<file path="src/design/wwdt_pkg.sv">
// windowed watchdog timer: register map, field layout, reset values, constants
// assumes a 32-bit APB slave decoding byte offsets in the low address bits
package wwdt_pkg;

    // ------------------------------------------------------------------
    // widths
    // ------------------------------------------------------------------
    localparam int unsigned ADDR_W    = 8;
    localparam int unsigned DATA_W    = 32;
    localparam int unsigned CNT_W     = 12;
    localparam int unsigned FLAG_W    = 2;
    localparam int unsigned PRESC_W   = 7;

    // ------------------------------------------------------------------
    // register offsets (byte addresses)
    // ------------------------------------------------------------------
    localparam logic [ADDR_W-1:0] OFF_RESTART_CONTROL = 8'h00;
    localparam logic [ADDR_W-1:0] OFF_WATCHDOG_CONFIG = 8'h04;
    localparam logic [ADDR_W-1:0] OFF_FAULT_FLAGS     = 8'h08;
    localparam logic [ADDR_W-1:0] OFF_IRQ_STATUS      = 8'h0C;
    localparam logic [ADDR_W-1:0] OFF_IRQ_MASK        = 8'h10;

    // ------------------------------------------------------------------
    // restart_control fields
    // ------------------------------------------------------------------
    localparam int unsigned       KEY_LSB       = 24;
    localparam int unsigned       KEY_MSB       = 31;
    localparam logic [7:0]        RESTART_KEY   = 8'hA5;
    localparam int unsigned       RESTART_BIT   = 0;

    // ------------------------------------------------------------------
    // watchdog_configuration fields
    // ------------------------------------------------------------------
    localparam int unsigned VALUE_LSB     = 0;
    localparam int unsigned VALUE_MSB     = 11;
    localparam int unsigned FIEN_BIT      = 12;
    localparam int unsigned RSTEN_BIT     = 13;
    localparam int unsigned PROC_BIT      = 14;
    localparam int unsigned DIS_BIT       = 15;
    localparam int unsigned DELTA_LSB     = 16;
    localparam int unsigned DELTA_MSB     = 27;
    localparam int unsigned DBGHLT_BIT    = 28;
    localparam int unsigned IDLEHLT_BIT   = 29;
    localparam logic [DATA_W-1:0] CONFIG_RESET = 32'h3FFF2FFF;

    // ------------------------------------------------------------------
    // fault_flags / irq_status / irq_mask layout
    // ------------------------------------------------------------------
    localparam int unsigned       UNF_BIT     = 0;
    localparam int unsigned       ERR_BIT     = 1;
    localparam logic [FLAG_W-1:0] FLAGS_RESET = 2'h0;
    localparam logic [FLAG_W-1:0] MASK_RESET  = 2'h3;

    // ------------------------------------------------------------------
    // prescaler
    // ------------------------------------------------------------------
    localparam int unsigned        PRESC_DIV  = 128;
    localparam logic [PRESC_W-1:0] PRESC_LAST = PRESC_W'(PRESC_DIV - 1);

endpackage

</file>
<file path="src/design/wwdt_top.sv">
// windowed watchdog timer with APB register slave
// assumes cpu_debug and cpu_idle come from logic on pclk; slow_clk is async
//
// The APB interface to the registers was decided locally.
`timescale 1ns/1ns
`default_nettype none

module wwdt_top (
    input  wire logic        pclk,          // system clock, 100 MHz
    input  wire logic        presetn,       // async reset, active low
    input  wire logic        psel,          // APB select
    input  wire logic        penable,       // APB access phase
    input  wire logic        pwrite,        // APB direction
    input  wire logic [7:0]  paddr,         // APB byte address
    input  wire logic [31:0] pwdata,        // APB write data
    output logic      [31:0] prdata,        // APB read data
    output logic             pready,        // APB ready
    output logic             pslverr,       // APB error, unmapped
    input  wire logic        slow_clk,      // slow clock pin
    input  wire logic        cpu_debug,     // processor in debug state
    input  wire logic        cpu_idle,      // system in idle mode
    output logic             wdog_fault,    // fault to reset controller
    output logic             reset_all,     // request all resets
    output logic             reset_proc,    // request processor reset only
    output logic             irq            // level interrupt
);

    // ------------------------------------------------------------------
    // state
    // ------------------------------------------------------------------
    typedef struct packed {
        logic [wwdt_pkg::DATA_W-1:0] cfg;
        logic                        locked;
        logic [wwdt_pkg::CNT_W-1:0]  cnt;
        logic [wwdt_pkg::FLAG_W-1:0] flags;
        logic [wwdt_pkg::FLAG_W-1:0] irqst;
        logic [wwdt_pkg::FLAG_W-1:0] mask;
        logic                        fault;
        logic                        rst_all;
        logic                        rst_proc;
        logic                        irq;
        logic                        pready;
        logic                        pslverr;
        logic [wwdt_pkg::DATA_W-1:0] prdata;
    } wwdt_state_type;

    wwdt_state_type s;
    wwdt_state_type next_s;

    // ------------------------------------------------------------------
    // helpers
    // ------------------------------------------------------------------
    function automatic logic [wwdt_pkg::CNT_W-1:0] wwdt_value(input logic [31:0] cfg);
        wwdt_value = cfg[wwdt_pkg::VALUE_MSB:wwdt_pkg::VALUE_LSB];
    endfunction

    function automatic logic [wwdt_pkg::CNT_W-1:0] wwdt_delta(input logic [31:0] cfg);
        wwdt_delta = cfg[wwdt_pkg::DELTA_MSB:wwdt_pkg::DELTA_LSB];
    endfunction

    function automatic logic wwdt_is(input logic [7:0] addr, input logic [7:0] off);
        wwdt_is = (addr == off);
    endfunction

    function automatic logic wwdt_mapped(input logic [7:0] addr);
        wwdt_mapped = wwdt_is(addr, wwdt_pkg::OFF_RESTART_CONTROL)
                    | wwdt_is(addr, wwdt_pkg::OFF_WATCHDOG_CONFIG)
                    | wwdt_is(addr, wwdt_pkg::OFF_FAULT_FLAGS)
                    | wwdt_is(addr, wwdt_pkg::OFF_IRQ_STATUS)
                    | wwdt_is(addr, wwdt_pkg::OFF_IRQ_MASK);
    endfunction

    // ------------------------------------------------------------------
    // decoded controls
    // ------------------------------------------------------------------
    logic                        setup;
    logic                        access;
    logic                        wr;
    logic                        rd;
    logic                        cfg_wr;
    logic                        restart;
    logic                        restart_ok;
    logic                        running;
    logic                        tick;
    logic                        unf_ev;
    logic                        err_ev;
    logic                        rd_flags;
    logic                        fie;
    logic                        rsten;
    logic                        proc_only;
    logic [wwdt_pkg::FLAG_W-1:0] reported;
    logic [wwdt_pkg::CNT_W-1:0]  value;
    logic [wwdt_pkg::CNT_W-1:0]  delta;

    assign value     = wwdt_value(s.cfg);
    assign delta     = wwdt_delta(s.cfg);
    assign fie       = s.cfg[wwdt_pkg::FIEN_BIT];
    assign rsten     = s.cfg[wwdt_pkg::RSTEN_BIT];
    assign proc_only = s.cfg[wwdt_pkg::PROC_BIT];
    assign reported  = s.prdata[wwdt_pkg::FLAG_W-1:0];

    // no wait state: ready comes from a flop set in the setup cycle
    assign setup  = psel && !penable;
    assign access = psel && penable && s.pready;
    assign wr     = access && pwrite && !s.pslverr;
    assign rd     = access && !pwrite && !s.pslverr;

    // later configuration writes fall on the floor silently
    assign cfg_wr = wr && wwdt_is(paddr, wwdt_pkg::OFF_WATCHDOG_CONFIG) && !s.locked;

    assign restart = wr && wwdt_is(paddr, wwdt_pkg::OFF_RESTART_CONTROL)
                  && (pwdata[wwdt_pkg::KEY_MSB:wwdt_pkg::KEY_LSB] == wwdt_pkg::RESTART_KEY)
                  && pwdata[wwdt_pkg::RESTART_BIT];

    // early restart is judged even with the watchdog disabled
    assign err_ev     = restart && (s.cnt > delta);
    assign restart_ok = restart && !err_ev;

    assign running = !s.cfg[wwdt_pkg::DIS_BIT]
                  && !(cpu_debug && s.cfg[wwdt_pkg::DBGHLT_BIT])
                  && !(cpu_idle && s.cfg[wwdt_pkg::IDLEHLT_BIT]);

    assign unf_ev   = tick && running && (s.cnt == '0);
    assign rd_flags = rd && wwdt_is(paddr, wwdt_pkg::OFF_FAULT_FLAGS);

    // ------------------------------------------------------------------
    // prescaler
    // ------------------------------------------------------------------
    wwdt_prescaler u_prescaler (
        .pclk     (pclk),
        .presetn  (presetn),
        .slow_clk (slow_clk),
        .enable   (running),
        .restart  (restart_ok || cfg_wr),
        .tick     (tick)
    );

    // ------------------------------------------------------------------
    // next state
    // ------------------------------------------------------------------
    always_comb begin
        logic [wwdt_pkg::FLAG_W-1:0] events;
        logic [wwdt_pkg::FLAG_W-1:0] flag_clr;
        logic [wwdt_pkg::FLAG_W-1:0] irq_clr;
        logic                        fault_set;
        events    = '0;
        flag_clr  = '0;
        irq_clr   = '0;
        fault_set = 1'b0;
        next_s    = s;

        // bus answer, latched in the setup cycle
        next_s.pready = setup;
        if (setup) begin
            next_s.pslverr = !wwdt_mapped(paddr);
            next_s.prdata  = '0;
            if (wwdt_is(paddr, wwdt_pkg::OFF_WATCHDOG_CONFIG)) begin
                next_s.prdata = s.cfg;
            end else if (wwdt_is(paddr, wwdt_pkg::OFF_FAULT_FLAGS)) begin
                next_s.prdata[wwdt_pkg::FLAG_W-1:0] = s.flags;
            end else if (wwdt_is(paddr, wwdt_pkg::OFF_IRQ_STATUS)) begin
                next_s.prdata[wwdt_pkg::FLAG_W-1:0] = s.irqst;
            end else if (wwdt_is(paddr, wwdt_pkg::OFF_IRQ_MASK)) begin
                next_s.prdata[wwdt_pkg::FLAG_W-1:0] = s.mask;
            end
        end else if (access) begin
            next_s.pslverr = 1'b0;
        end

        // configuration
        if (cfg_wr) begin
            next_s.cfg    = pwdata;
            next_s.locked = 1'b1;
        end
        if (wr && wwdt_is(paddr, wwdt_pkg::OFF_IRQ_MASK)) begin
            next_s.mask = pwdata[wwdt_pkg::FLAG_W-1:0];
        end

        // down counter
        if (cfg_wr) begin
            next_s.cnt = wwdt_value(pwdata);
        end else if (restart_ok) begin
            next_s.cnt = value;
        end else if (tick && running) begin
            if (s.cnt == '0) begin
                next_s.cnt = value;
            end else begin
                next_s.cnt = s.cnt - 12'h001;
            end
        end

        // sticky flags; only bits shown to the reader are cleared, set wins
        events[wwdt_pkg::UNF_BIT] = unf_ev;
        events[wwdt_pkg::ERR_BIT] = err_ev;
        if (rd_flags) begin
            flag_clr = reported;
            irq_clr  = reported;
        end
        if (wr && wwdt_is(paddr, wwdt_pkg::OFF_IRQ_STATUS)) begin
            irq_clr = irq_clr | pwdata[wwdt_pkg::FLAG_W-1:0];
        end
        next_s.flags = (s.flags & ~flag_clr) | events;
        next_s.irqst = (s.irqst & ~irq_clr) | events;

        // fault to the reset controller
        fault_set    = err_ev || (unf_ev && rsten);
        next_s.fault = (s.fault && !rd_flags) || fault_set;

        // reset requests and interrupt follow the new state
        next_s.rst_all  = next_s.fault && rsten && !proc_only;
        next_s.rst_proc = next_s.fault && rsten && proc_only;
        next_s.irq      = fie && ((next_s.irqst & next_s.mask) != '0);
    end

    // ------------------------------------------------------------------
    // registers
    // ------------------------------------------------------------------
    // the reset controller feeds its watchdog reset back on presetn,
    // so flags, fault and lock all clear here
    always_ff @(posedge pclk or negedge presetn) begin
        if (!presetn) begin
            s          <= '0;
            s.cfg      <= wwdt_pkg::CONFIG_RESET;
            s.cnt      <= wwdt_pkg::CONFIG_RESET[wwdt_pkg::VALUE_MSB:wwdt_pkg::VALUE_LSB];
            s.flags    <= wwdt_pkg::FLAGS_RESET;
            s.mask     <= wwdt_pkg::MASK_RESET;
        end else begin
            s <= next_s;
        end
    end

    assign prdata     = s.prdata;
    assign pready     = s.pready;
    assign pslverr    = s.pslverr;
    assign wdog_fault = s.fault;
    assign reset_all  = s.rst_all;
    assign reset_proc = s.rst_proc;
    assign irq        = s.irq;
endmodule

`default_nettype wire

</file>
<file path="src/design/wwdt_prescaler.sv">
// slow clock divide-by-128 prescaler for the watchdog
// assumes slow_clk is asynchronous to pclk and far slower than it
`timescale 1ns/1ns
`default_nettype none

module wwdt_prescaler (
    input  wire logic pclk,     // system clock
    input  wire logic presetn,  // async reset, active low
    input  wire logic slow_clk, // slow clock pin, async
    input  wire logic enable,   // count slow edges
    input  wire logic restart,  // clear the divider
    output logic      tick      // one pclk pulse per 128 slow edges
);

    typedef struct packed {
        logic                           sync1;
        logic                           sync2;
        logic                           sync3;
        logic                           level;
        logic [wwdt_pkg::PRESC_W-1:0]   cnt;
        logic                           tick;
    } wwdt_presc_state_type;

    wwdt_presc_state_type s;
    wwdt_presc_state_type next_s;

    // ------------------------------------------------------------------
    // next state
    // ------------------------------------------------------------------
    always_comb begin
        next_s       = s;
        next_s.sync1 = slow_clk;
        next_s.sync2 = s.sync1;
        next_s.sync3 = s.sync2;
        next_s.tick  = 1'b0;
        // a level counts only once two stages agree
        if (s.sync2 == s.sync3) begin
            next_s.level = s.sync2;
        end
        if (restart) begin
            next_s.cnt = '0;
        end else if (enable && next_s.level && !s.level) begin
            if (s.cnt == wwdt_pkg::PRESC_LAST) begin
                next_s.cnt  = '0;
                next_s.tick = 1'b1;
            end else begin
                next_s.cnt = s.cnt + 7'h01;
            end
        end
    end

    always_ff @(posedge pclk or negedge presetn) begin
        if (!presetn) begin
            s <= '0;
        end else begin
            s <= next_s;
        end
    end

    assign tick = s.tick;
endmodule

`default_nettype wire

</file>
<file path="config.mk">
export PLATFORM = sky130hd
export DESIGN_NAME = wwdt_top
export DESIGN_NICKNAME = d
export VERILOG_FILES = /design/src/design/wwdt_pkg.sv /design/src/design/wwdt_top.sv /design/src/design/wwdt_prescaler.sv
export SDC_FILE = /design/constraint.sdc
export NUM_CORES = 1
export LEC_CHECK = 0
export ABC_AREA = 1
export BUFFER_PORTS_ARGS = -buffer_cell sky130_fd_sc_hd__buf_2
export CORE_MARGIN = 2
export CORE_UTILIZATION = 30
export DETAILED_ROUTE_END_ITERATION = 10
export SLEW_MARGIN = 20
export SYNTH_ARGS = -nofsm -noshare
export SYNTH_HDL_FRONTEND = slang
export SYNTH_SLANG_ARGS = --single-unit
</file>
<file path="constraint.sdc">
create_clock -name pclk -period 2.65 [get_ports pclk]
set_input_delay 0 -clock pclk [delete_from_list [all_inputs] [get_ports pclk]]
set_output_delay 0 -clock pclk [all_outputs]
set_load 0.03 [all_outputs]
</file>
==> out/metrics.csv <==
metric;value;unit
grt_use_total;14.56;%
crit_type;reg -> reg;
clockBufferDepth;2;
synth_seq_cells;101;
p_leak;3.390;nW
slew_viol_final;0;
utilization;36.22;%
core_area;17840;um2
synthTopCellsByArea;dfrtp_1 28%, dfstp_2 20%, nand2_1 16%;
synth.distinct_cells;36;
syn_avg_cell_area;7.935;um2
setup_viol;0;
cts_tree;done;
numCtsBuffers;9;
async_reset_ff_share;100.0;%
min_period;2319;ps
setup_tns;0;ps
grt-ovfl-total;0;
io_pins;86;
cts_setup_buffers;0;
rsz0062_at_grt;no;
cp_cell_sequence;inv_1, ha_1, nand2_1, nor3_1, nand2_1, nand2_2, nand2_1, nand2_1, nand2_1, nand2_1, nor2_1, nor2_1;
crit_fanout;10;
fp.dieW;138.3;um
finalCritPeriodShare;87.50;%
p_seq_share;34.5;%
startpoint_type;flip-flop;
hold_violations;0;
p_int;0.003393;W
synth_top_family_by_area;simple AND/OR/NAND/NOR gates;
yosysMostFrequentCell;nand2_1;
cap_viol_max_count;0;
synth_xor_area_share;1.780;%
num_vias;4517;
switching_share;40.70;%
antenna_found_initial;0;
cp.required;2930;ps
clock-sinks;101;
run_status;completed;
synth.area.mux_share;0;%
grt_max_degree;56;
p_switching;0.002328;W
clk_latency;350;ps
cpMostUsedCell;nand2_1;
endpoint_kind;flip-flop;
n_fill_cell;1833;
timing.rr.start;s[44];
synth_common_cells;225 x nand2_1, 64 x inv_1, 60 x dfrtp_1;
irDropWorstVdd;0.4008;mV
rows;49;
cp.arrival;2600;ps
max_stage_delay;560;ps
reg2regPathDepth;12;
netlist.area_leader.share;27.75;%
drt_iter0_markers;307;
grt_pass1_vias;4283;
drc;0;
grt_pass1_wl;22560;um
fin_skew;8.092;ps
power_density;885.2;nW/um2
yosysSeqAreaShare;47.65;%
tightest_slew;633.1;ps
p_comb_share;43.3;%
routed_wl;13660;um
synth_top_cell_by_area;dfrtp_1;
whs_path_depth;6;
maxSlewHeadroom;57.69;%
drive_above_1_share;21.01;%
max_freq;431.3;MHz
areaGrowthSynthToFinish;19.42;%
post_drt_wl_per_cell;13.66;um
setup_ws;331.3;ps
syn_nets;745;
antenna_cells;0;
clk_pin_slew;70;ps
slowest_stage;dfstp_2;
hold_end;s[39];
hold_start;paddr[6];
synthSimpleGateAreaFrac;26.91;%
dp_hpwl;10080;um
holdCritPathClass;in -> reg;
synth_ff_type;dfrtp_1;
synth_fa_ha_area_share;3.468;%
synth_edf_count;0;
start_util;30.33;%
die_h;138.3;um
rrSetupSlack;330;ps
synth_compound_area_share;8.879;%
r2r_end;s[50];
place.gp.congestion;0.8849;
syn-instance-count;682;
yosys_warnings;0;
routed_via_density;4.517;
die-area;19130;um2
clockPowerShare;22.1;%
htreeDepth;3;
nets;829;
syn_area;5411;um2
portBuffers;85;
pre_cts_slack;239.8;ps
drtAntennaViolNets;0;
cts_root_buffer;clkbuf_16;
dr.pass1.iters;5;
==> critical path, delay by kind of cell (launching register included) <==
family / cells / cell delay, ps
buffers and inverters: 1 / 120
DFF: 1 / 560
adders and majority gates: 1 / 300
and+or+nand+nor: 10 / 1280
==> cell type report <==
cell class | count | area, um2 | area share (%)
Inverter | 72 | 270.3 | 4.182
Clock buffer | 9 | 225.2 | 3.485
Sequential cell | 101 | 2579 | 39.90
Multi-Input combinational cell | 458 | 2228 | 34.48
Clock inverter | 7 | 55.05 | 0.8519
Tap cell | 229 | 286.5 | 4.434
Timing Repair Buffer | 124 | 818.3 | 12.66
==> registers in the layout, summed over array words and instances (netlist names) <==
name,cells
reset_all,1
fie,1
proc_only,1
u_prescaler.next_s,2
irq,1
u_prescaler.s,9
delta,12
s,36
rsten,1
wdog_fault,1
reset_proc,1
pready,1
prdata,32
pslverr,1
u_prescaler.tick,1
==> power groups by stage <==
stage          Clock [W]  Sequential [W]  Combinational (W)
2_1_floorplan          0         0.00192            0.00196
3_3_place_gp           0         0.00199            0.00242
3_5_place_dp           0         0.00199            0.00243
4_1_cts          0.00130         0.00197            0.00249
5_1_grt          0.00137         0.00200            0.00294
6_report         0.00127         0.00198            0.00248
==> metrics by stage <==
step / std cells / hold WS [ps] / total power, W / cell area, um2
floorplan: 682 / -295.6 / 0.003882 / 5411
global placement: 950 / 78.63 / 0.004415 / 5834
detailed placement: 950 / 76.30 / 0.004422 / 5834
CTS: 1000 / 34.93 / 0.005754 / 6455
global route: 1000 / 66.96 / 0.006302 / 6462
finish: 1000 / 47.07 / 0.005721 / 6462
==> metal layers <==
layer / global-route usage (%) / routed length (um) / up-vias
met3: 2.598 / 384 / 15
li1: - / - / 2318
met5: 0 / 0 / -
met2: 22.04 / 6077 / 81
met4: 4.404 / 214 / 0
met1: 21.26 / 6981 / 2103
==> how the worst max path moves through the flow <==
stage / start / end / slack [ps] / depth (start not counted)
after global routing: delta[11] / s[50] / 30 / 15
final: s[44] / s[50] / 330 / 12
after floorplan: delta[11] / s[45] / 660 / 15
after detailed placement: delta[7] / s[49] / 240 / 12
after CTS: delta[7] / s[49] / 220 / 12
after global placement: delta[7] / s[49] / 280 / 12
==> kinds of logic (layout without fill, tap and decap cells) <==
logic type,Yosys count,in the layout
fa+ha+maj,15,15
compound gates,86,86
buf+inv,123,212
xor+xnor,11,11
flops,101,101
simple gates,346,346
==> cell usage in the layout (no fill, tap or decap), types with 7 or more instances in the layout <==
| master | instances |
|---|---|
| clkbuf_16 | 9 |
| o21ai_0 | 42 |
| dlygate4sd3_1 | 34 |
| o31ai_1 | 18 |
| nand2_1 | 225 |
| buf_2 | 84 |
| ha_1 | 15 |
| a21oi_1 | 21 |
| inv_1 | 64 |
| dfstp_2 | 41 |
| dfrtp_1 | 60 |
| nor2_1 | 53 |
| xnor2_1 | 8 |
| nand4_1 | 7 |
| nand3_1 | 40 |
==> repair_timing <==
action                                  in CTS  in global routing
hold buffers                                34                  0
gates resized for setup                      0                  1
endpoints found under the hold margin       58                  0
endpoints found under the setup margin       0                 10
Power figures use the tool's default switching activity.
